**src/logic/line_drive_pkg.sv**
```systemverilog
`default_nettype none
package line_drive_pkg;
	// ------------------------------------------------------------
	// timing
	// ------------------------------------------------------------
	localparam int CLK_MHZ = 100;
	localparam int POWERUP_US = 1000; // settle time after power-down release
	localparam int POWERUP_CYC = POWERUP_US * CLK_MHZ;
	localparam int MCLK_LOSS_US = 1000; // master clock silent time
	localparam int MCLK_LOSS_CYC = MCLK_LOSS_US * CLK_MHZ;
	localparam int HWRST_NS = 2000; // least low time of hardware reset
	localparam int HWRST_CYC = (HWRST_NS + 9) / 10;
	localparam int TCLK_LOSS_LINE_RATE_CLOCK = 64; // transmit clock silent line-rate cycles
	// line rates in kHz, derived by fractional accumulator
	localparam int T1_RATE_KHZ = 1544;
	localparam int E1_RATE_KHZ = 2048;
	localparam int CLK_KHZ = CLK_MHZ * 1000;

	// ------------------------------------------------------------
	// field positions of the transmit configuration
	// ------------------------------------------------------------
	localparam int TERM_LSB = 0;
	localparam int SINGLE_BIT = 3;
	localparam int OCFLOAT_BIT = 4;
	localparam int TXOFF_BIT = 5;
	localparam int DRIVE_EN_BIT = 6;
	localparam logic [7:0] TX_CONFIG_RESET = 8'h40;

	// termination select codes
	typedef enum logic [2:0] {
		TERM_T1_100 = 3'h0,
		TERM_J1_110 = 3'h1,
		TERM_E1_120 = 3'h2,
		TERM_E1_75 = 3'h3,
		TERM_T1_NOXF = 3'h4,
		TERM_J1_NOXF = 3'h5,
		TERM_E1_NOXF = 3'h6,
		TERM_E1_EXT = 3'h7
	} term_e;

	// transmit system format
	typedef enum logic [1:0] {
		FMT_SINGLE_NRZ = 2'h0,
		FMT_DUAL_NRZ = 2'h1,
		FMT_AMI_RZ = 2'h2
	} tx_format_e;

	// per-channel transmit configuration
	typedef struct packed {
		logic drive_enable;
		logic tx_power_down;
		logic overcurrent_float_select;
		logic single_ended_select;
		logic [2:0] term_select;
	} tx_config_s;

	// per-channel line pin drive
	typedef struct packed {
		logic tip;
		logic tip_oe;
		logic ring;
		logic ring_oe;
		logic mf_oe;
		logic current_limit;
	} line_drive_s;
endpackage
`default_nettype wire

```
**src/logic/activity_watch.sv**
```systemverilog
`timescale 1ns/1ns
`default_nettype none
// watches a sampled clock for edges; flags loss after more than LIMIT ticks without one
module activity_watch
	import line_drive_pkg::*;
#(
	parameter int LIMIT = 64
) (
	// clock and reset
	input wire logic clk,
	input wire logic rst_n,
	// watched signal and counting enable
	input wire logic watched,
	input wire logic tick,
	input wire logic hold,
	// result
	output logic lost
);
	initial begin
		if (LIMIT < 1) $error("activity_watch: LIMIT must be positive");
	end
	localparam int W = $clog2(LIMIT + 2);
	localparam logic [W-1:0] LIM = W'(LIMIT);

	logic prev_reg;
	logic [W-1:0] count_reg;
	logic lost_reg;
	wire edge_seen = watched ^ prev_reg;
	wire at_limit = count_reg >= LIM;

	// edge detect and silence counter
	always_ff @(posedge clk) begin
		if (!rst_n || hold) begin
			prev_reg <= 1'b0;
			count_reg <= '0;
			lost_reg <= 1'b0;
		end else begin
			prev_reg <= watched;
			if (edge_seen) begin
				count_reg <= '0;
				lost_reg <= 1'b0;
			end else if (tick && !at_limit) begin
				count_reg <= count_reg + W'(1);
			end else if (tick && at_limit) begin
				lost_reg <= 1'b1; // more than LIMIT ticks silent
			end
		end
	end
	assign lost = lost_reg;
endmodule
`default_nettype wire

```
**src/logic/line_driver_output_control.sv**
```systemverilog
`timescale 1ns/1ns
`default_nettype none
// Overview of operation
// RQ1: global enable pin low floats every channel's tip and ring.
// RQ2: channel drive enable bit zero floats only that channel.
// RQ3: pin and bit float outputs immediately; internal logic keeps running.
// RQ4: over-current limits current, or floats outputs when float select set.
// RQ5: over-current state bit; event flag by level or either edge.
// RQ6: interrupt output high while unmasked over-current event flag set.
// RQ7: single-ended select drives tip only; otherwise tip and ring.
// RQ8: software programs termination code per cable and matching table.
// RQ9: single-ended mode needs termination code 011 from software.
// RQ10: differential T1/J1 internal matching only; E1 internal or external.
// RQ11: power-down floats tip, ring, multifunction; ignores data and clock.
// RQ12: after power-down release, steady operation within 1 ms.
// RQ13: master clock silent over 1 ms floats all channels.
// RQ14: power-on, hardware reset over 2 us, global soft reset float all.
// RQ15: NRZ formats: transmit clock silent over 64 line cycles floats channel.
// RQ16: channel soft reset resets that channel and floats its outputs.
// RQ17: line-rate clock from master clock at 1.544 or 2.048 MHz; code derives the tick from clk instead.
// RQ18: software picks E1 pulse template 0000 coax, 0001 otherwise.
// RQ19: channel enable is AND of negated global and channel float causes.
module line_driver_output_control
	import line_drive_pkg::*;
#(
	parameter int CHANNELS = 21,
	parameter int POWERUP_CYCLES = POWERUP_CYC,
	parameter int MCLK_LOSS_CYCLES = MCLK_LOSS_CYC
) (
	// clock and reset
	input wire logic clk,
	input wire logic rst_n,
	// global controls
	input wire logic output_enable, // pin, high drives
	input wire logic hw_reset_n, // pin, sampled
	input wire logic global_soft_reset, // one-cycle write pulse
	input wire logic e1_mode,
	input wire logic master_clock, // sampled reference
	// per-channel configuration
	input wire tx_config_s [CHANNELS-1:0] tx_config,
	input wire logic [CHANNELS-1:0] channel_soft_reset, // one-cycle write pulse
	input wire logic [1:0] tx_format [CHANNELS],
	input wire logic [CHANNELS-1:0] remote_loopback,
	input wire logic [CHANNELS-1:0] internal_pattern,
	input wire logic [CHANNELS-1:0] overcurrent_edge_select,
	input wire logic [CHANNELS-1:0] overcurrent_event_mask,
	input wire logic [CHANNELS-1:0] overcurrent_event_clear, // one-cycle pulse
	// per-channel line side
	input wire logic [CHANNELS-1:0] tx_overcurrent,
	input wire logic [CHANNELS-1:0] tx_system_clock,
	input wire logic [CHANNELS-1:0] tx_data_pos,
	input wire logic [CHANNELS-1:0] tx_data_neg,
	output line_drive_s [CHANNELS-1:0] line_drive,
	// status
	output logic [CHANNELS-1:0] overcurrent_state,
	output logic [CHANNELS-1:0] overcurrent_event_flag,
	output logic [CHANNELS-1:0] tx_ready,
	output logic line_rate_tick,
	output logic interrupt_req
);
	initial begin
		if (CHANNELS < 1 || CHANNELS > 32) $error("CHANNELS out of range");
		if (POWERUP_CYCLES < 1 || MCLK_LOSS_CYCLES < 1) $error("counts must be positive");
	end

	// ------------------------------------------------------------
	// line-rate tick
	// ------------------------------------------------------------
	logic [17:0] phase_reg;
	logic [17:0] phase_next;
	logic [17:0] step;
	logic [18:0] phase_sum;
	// RQ17 fractional line rate
	assign step = e1_mode ? 18'(E1_RATE_KHZ) : 18'(T1_RATE_KHZ);
	assign phase_sum = {1'b0, phase_reg} + {1'b0, step};
	assign phase_next = (phase_sum >= 19'(CLK_KHZ)) ? 18'(phase_sum - 19'(CLK_KHZ)) : phase_sum[17:0];
	always_ff @(posedge clk) begin
		if (!rst_n) begin
			phase_reg <= '0;
			line_rate_tick <= 1'b0;
		end else begin
			phase_reg <= phase_next;
			line_rate_tick <= (phase_sum >= 19'(CLK_KHZ));
		end
	end

	// ------------------------------------------------------------
	// global float causes
	// ------------------------------------------------------------
	logic mclk_lost;
	logic [$clog2(HWRST_CYC+2)-1:0] hwrst_cnt_reg;
	logic hwrst_float_reg;
	logic soft_float_reg;
	logic global_float;

	// RQ13 master clock watch
	activity_watch #(
		.LIMIT(MCLK_LOSS_CYCLES)
	) mclk_watch (
		.clk(clk),
		.rst_n(rst_n),
		.watched(master_clock),
		.tick(1'b1),
		.hold(1'b0),
		.lost(mclk_lost)
	);

	// RQ14 hardware reset held long enough
	always_ff @(posedge clk) begin
		if (!rst_n) begin
			hwrst_cnt_reg <= '0;
			hwrst_float_reg <= 1'b1;
			soft_float_reg <= 1'b1;
		end else begin
			if (hw_reset_n)
				hwrst_cnt_reg <= '0;
			else if (!hwrst_float_reg)
				hwrst_cnt_reg <= hwrst_cnt_reg + 1'b1;
			if (hw_reset_n)
				hwrst_float_reg <= 1'b0;
			else if (32'(hwrst_cnt_reg) >= HWRST_CYC)
				hwrst_float_reg <= 1'b1;
			soft_float_reg <= global_soft_reset; // one cycle of reset float
		end
	end

	// RQ1 RQ13 RQ14 global causes
	assign global_float = !output_enable || mclk_lost || hwrst_float_reg || soft_float_reg;

	// ------------------------------------------------------------
	// per-channel logic
	// ------------------------------------------------------------
	logic [CHANNELS-1:0] irq_terms;
	localparam int PW = $clog2(POWERUP_CYCLES + 1);

	genvar ch;
	generate
		for (ch = 0; ch < CHANNELS; ch++) begin : g_ch
			logic chan_reset;
			logic tclk_lost;
			logic tclk_watch_on;
			logic oc_prev_reg;
			logic oc_flag_reg;
			logic oc_set;
			logic [PW-1:0] settle_reg;
			logic chan_float;
			logic drive_on;
			logic powered;
			logic single;

			// RQ16 channel reset from soft reset and global resets
			assign chan_reset = channel_soft_reset[ch] || soft_float_reg || hwrst_float_reg;
			assign powered = !tx_config[ch].tx_power_down;

			// RQ15 clock watch in NRZ formats, exempt cases excluded
			assign tclk_watch_on = powered && !remote_loopback[ch] && !internal_pattern[ch]
				&& (tx_format[ch] == FMT_SINGLE_NRZ || tx_format[ch] == FMT_DUAL_NRZ);
			// RQ11 clock input ignored while powered down
			activity_watch #(
				.LIMIT(TCLK_LOSS_LINE_RATE_CLOCK)
			) tclk_watch (
				.clk(clk),
				.rst_n(rst_n),
				.watched(tx_system_clock[ch] && powered),
				.tick(line_rate_tick),
				.hold(!tclk_watch_on || chan_reset),
				.lost(tclk_lost)
			);

			// RQ12 settle count after power-down release
			always_ff @(posedge clk) begin
				if (!rst_n || !powered) begin
					settle_reg <= '0;
				end else if (32'(settle_reg) < POWERUP_CYCLES) begin
					settle_reg <= settle_reg + 1'b1;
				end
			end
			assign tx_ready[ch] = powered && (32'(settle_reg) >= POWERUP_CYCLES);

			// RQ5 event flag, set beats clear
			assign overcurrent_state[ch] = tx_overcurrent[ch];
			assign oc_set = overcurrent_edge_select[ch] ? (tx_overcurrent[ch] ^ oc_prev_reg) : tx_overcurrent[ch];
			always_ff @(posedge clk) begin
				if (!rst_n || channel_soft_reset[ch]) begin
					oc_prev_reg <= 1'b0;
					oc_flag_reg <= 1'b0;
				end else begin
					oc_prev_reg <= tx_overcurrent[ch];
					if (oc_set)
						oc_flag_reg <= 1'b1;
					else if (overcurrent_event_clear[ch])
						oc_flag_reg <= 1'b0;
				end
			end
			assign overcurrent_event_flag[ch] = oc_flag_reg;
			// RQ6 unmasked flag drives interrupt
			assign irq_terms[ch] = oc_flag_reg && !overcurrent_event_mask[ch];

			// RQ2 RQ4 RQ11 RQ15 RQ16 channel causes
			assign chan_float = !tx_config[ch].drive_enable || tx_config[ch].tx_power_down || tclk_lost
				|| channel_soft_reset[ch] || (tx_config[ch].overcurrent_float_select && tx_overcurrent[ch]);
			// RQ19 RQ3 combinational enable, immediate
			assign drive_on = !global_float && !chan_float;
			// RQ7 RQ10 tip only when single; matching rides on term code
			assign single = tx_config[ch].single_ended_select;
			assign line_drive[ch].tip_oe = drive_on;
			assign line_drive[ch].ring_oe = drive_on && !single;
			assign line_drive[ch].tip = tx_data_pos[ch] && powered;
			assign line_drive[ch].ring = tx_data_neg[ch] && powered;
			// RQ11 multifunction floats in power-down
			assign line_drive[ch].mf_oe = powered;
			// RQ4 current limit when not floating
			assign line_drive[ch].current_limit = tx_overcurrent[ch] && !tx_config[ch].overcurrent_float_select;
		end
	endgenerate

	// RQ6 interrupt output
	assign interrupt_req = |irq_terms;
endmodule
`default_nettype wire

```
**config.mk**
```make
export PLATFORM = sky130hd
export DESIGN_NAME = line_driver_output_control
export DESIGN_NICKNAME = d
export VERILOG_FILES = /design/src/logic/line_drive_pkg.sv /design/src/logic/activity_watch.sv /design/src/logic/line_driver_output_control.sv
export SDC_FILE = /design/constraint.sdc
export NUM_CORES = 1
export LEC_CHECK = 0
export BUFFER_PORTS_ARGS = -buffer_cell sky130_fd_sc_hd__buf_2
export CAP_MARGIN = 20
export CORE_AREA = 4 4 318 320
export CTS_BUF_LIST = sky130_fd_sc_hd__clkbuf_4 sky130_fd_sc_hd__clkbuf_8
export CTS_CLUSTER_DIAMETER = 100
export DETAILED_ROUTE_END_ITERATION = 7
export DIE_AREA = 0 0 322 324
export PLACE_DENSITY = 0.56
export SYNTH_ARGS = -nofsm -noshare
export SYNTH_HDL_FRONTEND = slang
export SYNTH_SLANG_ARGS = --single-unit
export TNS_END_PERCENT = 100
```
**constraint.sdc**
```tcl
create_clock -name clk -period 2.8 [get_ports clk]
set_input_delay 0.28 -clock clk [delete_from_list [all_inputs] [get_ports clk]]
set_output_delay 0.28 -clock clk [all_outputs]
set_load 0.05 [all_outputs]
```
; ---- Yosys cells after proc, flatten, opt, wreduce, memory -nomap -nowiden
; Index checks and enable logic that the tools add are counted.
[totals]
input_bits = 406
elab_cells = 1228
register_bits = 636
out_inout_bits = 191
[classes]
muxes = 67
add_sub_neg = 46
eq_ne = 21
magnitude_cmp = 66
bitwise = 65
reduce_logical = 829
[ops]
columns = cell, count
row1 = $add 17x1->17 const B, 22
row2 = $ge 17x17->1 const B, 22
row3 = $lt 17x17->1 const B, 21
row4 = $logic_and 1x1->1, 294
row5 = $logic_or 1x1->1, 234
row6 = $logic_not 1->1, 213
row7 = $add 7x1->7 const B, 21
row8 = $ge 7x7->1 const B, 21
row9 = $mux 1, 65
row10 = $reduce_or 2->1, 23
row11 = $reduce_bool 2->1, 22
row12 = $xor 1x1->1, 43
row13 = $eq 2x1->1 const B, 21
row14 = $logic_not 2->1, 21
row15 = $reduce_and 2->1, 21
row16 = $not 1->1, 22
row17 = $reduce_or 21->1, 1
row18 = $add 18x12->19, 1
row19 = $ge 19x17->1 const B, 1
row20 = $mux 18, 1
row21 = $sub 18x17->18 const B, 1
row22 = $mux 12, 1
row23 = $add 8x1->8 const B, 1
row24 = $ge 8x8->1 const B, 1

; ---- Longest topological paths before layout
; Gate-level depths: netlist of the first run.
[logic_depth]
depth_word = 8
depth_mapped = 14
mapped_depth_nobuf = 13

; ---- Modules after synthesis
; A second synthesis of the first run with hierarchy kept.
[unflattened]
hier_cells = 3601
area_unflattened_um2 = 30195.2
[modules_own_cells]
columns = mod, n_inst, cells_per_inst, seq_area_each_um2, area_per_inst_um2
row1 = line_driver_output_control, 1, 2604, 8508.2, 21307.9
row2 = activity_watch at g_ch[0].tclk_watch ..., 21, 42, 180.2, 377.9
row3 = activity_watch at mclk_watch, 1, 115, 380.4, 952.2

; ---- Least setup slack after synthesis of the first run
; No wires, ideal clock.
[synth_timing]
path_kind = input port to flip-flop
start = input e1_mode
end = register phase_reg[14]
stages = 13
slack_ps = 66
arrival_ps = 2674
t_required_ps = 2740
setup_ps = 60
n_path_buf = 1
path_cell_list = inv_1 > ha_1 > ha_1 > xnor2_1 > ha_1 > inv_1 > a211o_1 > or2_1 > a221oi_2 > o21ai_2 > buf_6 > a211o_1 > nand2_1
[synth_via]
elab_chain_cells = 4
word_cells_on_any_way = 5
cone_classes = add/sub (2) / order compare (1) / mux (2)
[synth_lines]
columns = item, line_no
row1 = "start, declared", line_driver_output_control.sv:37  ; input wire logic e1_mode,
row2 = $mux 12 *, line_driver_output_control.sv:74  ; assign step = e1_mode ? 18'(E1_RATE_KHZ) : 18'(T1_RATE_KHZ);
row3 = $add 18x12->19 *, line_driver_output_control.sv:75  ; assign phase_sum = {1'b0, phase_reg} + {1'b0, step};
row4 = $sub 18x17->18 or $ge 19x17->1 (tied branches), line_driver_output_control.sv:76  ; assign phase_next = (phase_sum >= 19'(CLK_KHZ)) ? 18'(phase_sum - 19'(CLK_KHZ)) : phase_sum[17:0];
row5 = $mux 18 *, line_driver_output_control.sv:76
row6 = "end signal, assigned", line_driver_output_control.sv:82  ; phase_reg <= phase_next;
row7 = "end, declared", line_driver_output_control.sv:69  ; logic [17:0] phase_reg;
; Mark *: on every way between the ends. The rest lies on a longest branch, timed or not.
; A chain may end at the register's enable or synchronous reset.

; ---- Worst setup path in the final report of the first run
[layout_timing]
start = input e1_mode
end = register phase_reg[13]
; The elaborated chain is that of the path after synthesis.

==> results.sh, run 1 <==
export IMPL_status="finished, final reports clean"
export IMPL_dp_hpwl_um=57800
export IMPL_cp_slowest_cell="dlygate4sd3_1"
export IMPL_grt_ovfl_total=0
export IMPL_finalCritPeriodShare=0.979
export IMPL_final_instance_count_excl_fill=5579
export IMPL_startpoint_type="input pin"
export IMPL_grt_usage=0.148
export IMPL_holdPathStages=4
export IMPL_synth_top_area_share=0.433
export IMPL_die_x_um=322
export IMPL_root_buffer="clkbuf_8"
export IMPL_totalPowerFinal_mw=20.3
export IMPL_synth_edf_count=0
export IMPL_yosys_warnings=0
export IMPL_final_area_mm2=0.0377
export IMPL_synth_flop_cell="dfxtp_1"
export IMPL_clock_sinks=633
export IMPL_hold_path_class="input pin to flop"
export IMPL_cp_cell_sequence="dlygate4sd3_1, buf_2, inv_1, ha_2, buf_4, nand3_2, xnor2_2, inv_1, ha_1, inv_1, a211o_1, or2_4, a221oi_4, o21ai_4, buf_4, a31o_2, a21oi_1"
export IMPL_cp_slowest_stage_delay_ns=0.56
export IMPL_wl_um=80300
export IMPL_ys_top_cells_by_area="dfxtp_1, nor2_1, xor2_1, xnor2_1, nand2_1"
export IMPL_grt_busiest_layer="met2"
export IMPL_finalClockSkew_ns=0.0314
export IMPL_grt_max_degree=35
export IMPL_critPathMostFrequentCell="inv_1"
export IMPL_first_pass_iters=5
export IMPL_pin_count=597
export IMPL_r2r_start="phase_reg[3]"
export IMPL_worst_hold_startpoint="remote_loopback[20]"
export IMPL_dp_cells=5198
export IMPL_ir_drop_v=0.000369
export IMPL_largest_register_ff_count=357
export IMPL_grt_use_met3=0.0376
export IMPL_cts_buffers=114
export IMPL_ys_seq_area_frac=0.433
export IMPL_routedWlPerCell_um=14.4
export IMPL_design_die_area_mm2=0.104
export IMPL_cts_buffer_depth=3
export IMPL_drc=0
export IMPL_power_density_mw_per_mm2=539
export IMPL_grt_pass1_vias=24500
export IMPL_grt_pass1_wl_um=124000
export IMPL_fin_crit_ns=2.74
export IMPL_yosysTopAreaCell="dfxtp_1"
export IMPL_cts_tree="built"
export IMPL_grt_use_met1=0.184
export IMPL_synthesis_area_mm2=0.0293
export IMPL_portBuffers=512
export IMPL_cts_reportedPaths_clkPinSlew_ns=0.06
export IMPL_crit_type="input pin to flop"
export IMPL_rsz0062_at_grt="yes"
export IMPL_layout_nets=4679
export IMPL_drt_iter0_markers=999
export IMPL_htreeDepth=3
export IMPL_whs_endpoint="g_ch[20].tclk_watch.count_reg[5]"
export IMPL_max_freq_mhz=365
export IMPL_postSynth_asyncResetShare=0
export IMPL_postPlaceCellArea_mm2=0.0332
export IMPL_final_layout_size_suffix_gt1_frac=0.204
export IMPL_cp_arrival_ns=3.39
export IMPL_ys_types=63
export IMPL_worstMarginPinSlew_ns=0.686
export IMPL_post_synth_cell_area_avg_um2=8.46
export IMPL_grt_use_met2=0.243
export IMPL_finalWeightedCongestion=0.800
export IMPL_die_h_um=324
export IMPL_reg2regPathDepth=14
export IMPL_drv_slew=0
export IMPL_finalSetupViolations=0
export IMPL_syn_num_nets=3942
export IMPL_p_leak_nw=14.5
export IMPL_initial_core_util=0.298
export IMPL_r2r_end="phase_reg[13]"
export IMPL_syn_inst=3463
export IMPL_critPathRequiredTime_ns=3.45
export IMPL_core_area_mm2=0.0981
export IMPL_slew_headroom=0.539
export IMPL_finalHoldViolCount=0
export IMPL_hold_ws_ns=0.116
export IMPL_final_antenna_net_count=0
export IMPL_area_growth_synth_to_final_pct=28.7
export IMPL_dpl_worst_slack_ns=-0.215
export IMPL_crit_path_end_kind="flop"
export IMPL_max_cap_viol_count=0
export IMPL_via_count=25600
export IMPL_crit_fanout=6
export IMPL_ys_ff_latch=633
export IMPL_rows=115
export IMPL_antenna_found_initial=14
export IMPL_rrSetupSlack_ns=0.11
export IMPL_worstSkewPairLatency_ns=0.74
export IMPL_viasPerCell=4.59
export IMPL_postLayoutSetupSlackWorst_ns=0.0588
-- routing by layer --
metal  wire length (um)  vias up
li1                   -    13200
met1              36600    11700
met2              35700      604
met3               5000      153
met4               2950        2
met5                 13        -
-- timing repair --
item / CTS / global route
hold endpoints to repair: 206 / 0
endpoints found under the setup margin: 30 / 35
hold buffers: 158 / 0
pin swaps: 3 / 6
setup buffers: 4 / 11
gates resized for setup: 32 / 36
-- how the worst max path moves through the flow --
| stage | from | endpoint | slack (ns) | cells after the start |
|---|---|---|---|---|
| after detailed placement | e1_mode | phase_reg[16] | -0.22 | 13 |
| after floorplan | e1_mode | phase_reg[14] | 0.07 | 13 |
| after global placement | e1_mode | phase_reg[16] | -0.15 | 13 |
| after global routing | g_ch[11].tclk_watch.lost | line_drive[68] | -0.03 | 4 |
| after CTS | g_ch[17].tclk_watch.lost | line_drive[104] | -0.06 | 5 |
| final | e1_mode | phase_reg[13] | 0.06 | 17 |
-- synth_stat cells, types with 60 or more instances --
master / n
inv_1: 134
nor2b_1: 140
nor2_1: 637
or3_1: 60
nand2_1: 262
nor3_1: 60
dfxtp_1: 633
ha_1: 73
nand3_1: 122
and3_1: 81
buf_4: 84
o21ai_0: 83
xor2_1: 246
nand4_1: 116
xnor2_1: 180
a21oi_1: 169
-- worst max-delay path: cells and delay by family --
kind                     cells  cell delay (ns)
adder cells (fa/ha/maj)      2             0.35
AO/OA/AOI/OAI                5             1.06
AND/OR/NAND/NOR              2             0.35
buffers and inverters        7             1.19
XOR/XNOR                     1             0.17
-- kinds of logic (layout without fill, tap and decap cells) --
group | after synthesis | in the layout | synth area share
AND/OR/NAND/NOR | 1642 | 1642 | 0.274
flip-flops | 633 | 633 | 0.433
XOR/XNOR | 426 | 426 | 0.127
AO/OA/AOI/OAI | 390 | 390 | 0.0801
buffers and inverters | 273 | 1097 | 0.0461
adder cells (fa/ha/maj) | 73 | 73 | 0.0312
multiplexers | 26 | 26 | 0.00889
other | 0 | 5 | 0
-- stage by stage --
stage | util | setup TNS (ns)
after floorplan | - | 0
after global placement | 0.338 | -0.824
after detailed placement | 0.338 | -1.31
after CTS | 0.382 | -0.0630
after global routing | 0.384 | -0.140
final | 0.384 | 0
-- power by group --
part           switching, mW  leakage [nW]  internal, mW
clock network           3.88          1.33          5.53
registers             0.0738          5.11          9.09
logic                   1.07          8.10         0.678
-- final cells by class --
class / count / area (um2)
repair buffers: 760 / 4940
diodes: 5 / 12.5
multi-input cells: 2557 / 15500
clock buffers: 179 / 2240
clock inverters: 24 / 265
inverters: 134 / 508
fillers: 10000 / 60400
well taps: 1287 / 1610
flip-flops and latches: 633 / 12700
-- cell usage in the layout, fill, tap and decap left out, types with 7 or more instances in the layout --
cell / n
clkbuf_4: 41
a21oi_1: 167
clkinv_2: 15
ha_1: 71
nand2b_1: 11
a211oi_1: 9
nor4b_1: 7
and2_1: 12
nor3_1: 60
o21a_1: 9
dlygate4sd3_1: 158
o211ai_2: 9
or4b_2: 9
o21ai_0: 80
nand4_1: 116
o211ai_1: 14
dfxtp_1: 631
o22ai_1: 10
xor2_1: 246
buf_4: 91
or3_1: 60
o22a_1: 18
and4_1: 21
nor3b_1: 22
mux2i_1: 26
nor2b_1: 133
a211oi_2: 7
nor4_1: 38
or4_1: 21
xnor2_1: 178
buf_2: 495
nand2_1: 262
nor2_1: 636
a31oi_1: 34
inv_1: 132
and3_1: 81
nand3_1: 120
clkbuf_8: 144
(Power assumes the default switching activity.)
==> run 2, diff against run 1 <==
BUFFER_PORTS_ARGS = default   (was -buffer_cell sky130_fd_sc_hd__buf_2)
DONT_BUFFER_PORTS = 1   (was default)
PLACE_DENSITY = 0.51   (was 0.56)
==> run 2 against run 1 <==
Net effect: utilization fell by 1.7 points; worst hold slack improved by 0.0021 ns; wire length rose by 2.4%; sequential power barely moved; sequential cell count did not move; worst setup slack got worse by 0.0018 ns; cell count fell by 7.4%; die area did not move; critical path depth fell by 6; via count fell by 5.7%; total power fell by 2.7%; register-to-register slack got worse by 0.05 ns; largest cell class unchanged.
==> results.sh, run 2 (synthesis results as in run 1) <==
export IMPL_crit_type="flop to flop"
export IMPL_finalSetupViolations=0
export IMPL_antenna_found_initial=17
export IMPL_dp_hpwl_um=56600
export IMPL_root_buffer="clkbuf_8"
export IMPL_initial_core_util=0.298
export IMPL_wl_um=82200
export IMPL_max_cap_viol_count=0
export IMPL_p_leak_nw=12.8
export IMPL_cp_slowest_cell="or4_4"
export IMPL_finalHoldViolCount=0
export IMPL_grt_usage=0.150
export IMPL_grt_max_degree=29
export IMPL_n_fill_cell=10100
export IMPL_cp_cell_sequence="ha_4, ha_4, xnor2_4, or4_4, nor4_4, or2_1, a221oi_4, buf_4, o21a_4, or3_1, a21oi_1"
export IMPL_dp_cells=4759
export IMPL_topRoutingLayerUsed="met4"
export IMPL_critPathRequiredTime_ns=3.43
export IMPL_drv_slew=0
export IMPL_max_freq_mhz=365
export IMPL_design_die_area_mm2=0.104
export IMPL_cts_tree="built"
export IMPL_die_h_um=324
export IMPL_cp_top_family="simple AND/OR/NAND/NOR gates"
export IMPL_cp_slowest_stage_delay_ns=0.43
export IMPL_htreeDepth=3
export IMPL_routedWlPerCell_um=15.9
export IMPL_finalWeightedCongestion=0.818
export IMPL_worstMarginPinSlew_ns=1.05
export IMPL_via_count=24200
export IMPL_cts_buffer_depth=3
export IMPL_grt_pass1_vias=23400
export IMPL_drc=0
export IMPL_first_pass_iters=5
export IMPL_fin_crit_ns=2.74
export IMPL_critPathMostFrequentCell="ha_4"
export IMPL_ir_drop_v=0.000314
export IMPL_final_antenna_net_count=0
export IMPL_hold_path_class="input pin to flop"
export IMPL_die_x_um=322
export IMPL_final_common_cell="nor2_1"
export IMPL_pin_count=597
export IMPL_cp_arrival_ns=3.37
export IMPL_cts_reportedPaths_clkPinSlew_ns=0.06
export IMPL_status="finished, final reports clean"
export IMPL_crit_path_end_kind="flop"
export IMPL_startpoint_type="flop"
export IMPL_crit_buf_inv=1
export IMPL_rsz0062_at_grt="yes"
export IMPL_largest_register_ff_count=357
export IMPL_area_growth_synth_to_final_pct=23.0
export IMPL_core_area_mm2=0.0981
export IMPL_final_layout_size_suffix_gt1_frac=0.121
export IMPL_finalClockSkew_ns=0.0387
export IMPL_worstSkewPairLatency_ns=0.74
export IMPL_slew_headroom=0.300
export IMPL_wl_met3_um=4720
export IMPL_crit_fanout=6
export IMPL_tns_ns=0
export IMPL_grt_pass1_wl_um=125000
export IMPL_viasPerCell=4.68
export IMPL_power_density_mw_per_mm2=549
export IMPL_wl_met2_um=36900
export IMPL_final_instance_count_excl_fill=5166
export IMPL_totalPowerFinal_mw=19.8
export IMPL_final_cell_mix="nor2_1, dfxtp_1, nand2_1, xor2_1, xnor2_1"
export IMPL_finalCritPeriodShare=0.980
export IMPL_portBuffers=0
export IMPL_layout_nets=4249
export IMPL_clock_sinks=633
export IMPL_drt_iter0_markers=1001
export IMPL_grt_ovfl_total=0
export IMPL_cts_buffers=113
export IMPL_rows=115
export IMPL_wl_met1_um=37700
[run 2: changes by cell type in the layout (fill, tap and decap cells not counted), moves of 8 or more]
cell and delta:
buf_2 -494, buf_4 +50, dlygate4sd3_1 +10, a211oi_4 +9, dfxtp_1 -8, diode_2 +8
[run 2: layout make-up]
type                       instances  area (um2)  share of cell area
clock buffer                     187        2320              0.0645
timing repair buffer             331        3050              0.0845
clock inverter                    24         169             0.00469
tap                             1287        1610              0.0447
sequential                       633       12700               0.352
antenna                           13        32.5            0.000903
multi-input combinational       2557       15600               0.434
inverter                         134         519              0.0144
[run 2: layer usage]
metal | up-vias | track usage
met1 | 11100 | 0.191
li1 | 12300 | -
met5 | - | 0
met3 | 141 | 0.0343
met4 | 0 | 0.0695
met2 | 594 | 0.243
[run 2: worst reg2reg max path: stages (launching register included)]
cell and delay (ns):
dfxtp_2 0.32, ha_4 0.16, ha_4 0.18, xnor2_4 0.14, or4_4 0.43, nor4_4 0.31, or2_1 0.18, a221oi_4 0.08
buf_4 0.16, o21a_4 0.22, or3_1 0.35, a21oi_1 0.14
[run 2: metrics by stage]
stage          hold slack [ns]  utilization  cell area, um2  setup slack [ns]
6_report                 0.118        0.367           36000            0.0570
5_1_grt                 0.0565        0.367           36000           -0.0291
4_1_cts               0.000529        0.363           35600           -0.0432
3_5_place_dp             0.359        0.319           31300           -0.0577
3_3_place_gp             0.357        0.319           31300          -0.00560
2_1_floorplan            0.356            -           29300            0.0659
[run 2: path summary, 6_finish.rpt]
kind	to	startpoint	slack, ns	cells after the start
max	phase_reg[8]	phase_reg[3]	0.06	11
min	g_ch[9].tclk_watch.count_reg[4]	tx_config[68]	0.12	4
max reg2reg	phase_reg[8]	phase_reg[3]	0.06	11
min reg2reg	g_ch[16].tclk_watch.lost	g_ch[16].tclk_watch.lost	0.47	2
[run 2: repair_timing]
action | in CTS | in global routing
pin swaps | 4 | 13
resized for setup | 33 | 63
setup buffers | 4 | 10
gates cloned | 0 | 0
setup endpoints to repair | 26 | 31
endpoints found under the hold margin | 314 | 0
hold buffers | 169 | 0
[run 2: report_power, final]
group | leakage [nW] | internal (mW) | switching (mW)
logic | 6.34 | 0.500 | 0.834
registers | 5.12 | 9.09 | 0.0943
clock network | 1.34 | 5.32 | 3.93
total | 12.8 | 14.9 | 4.86
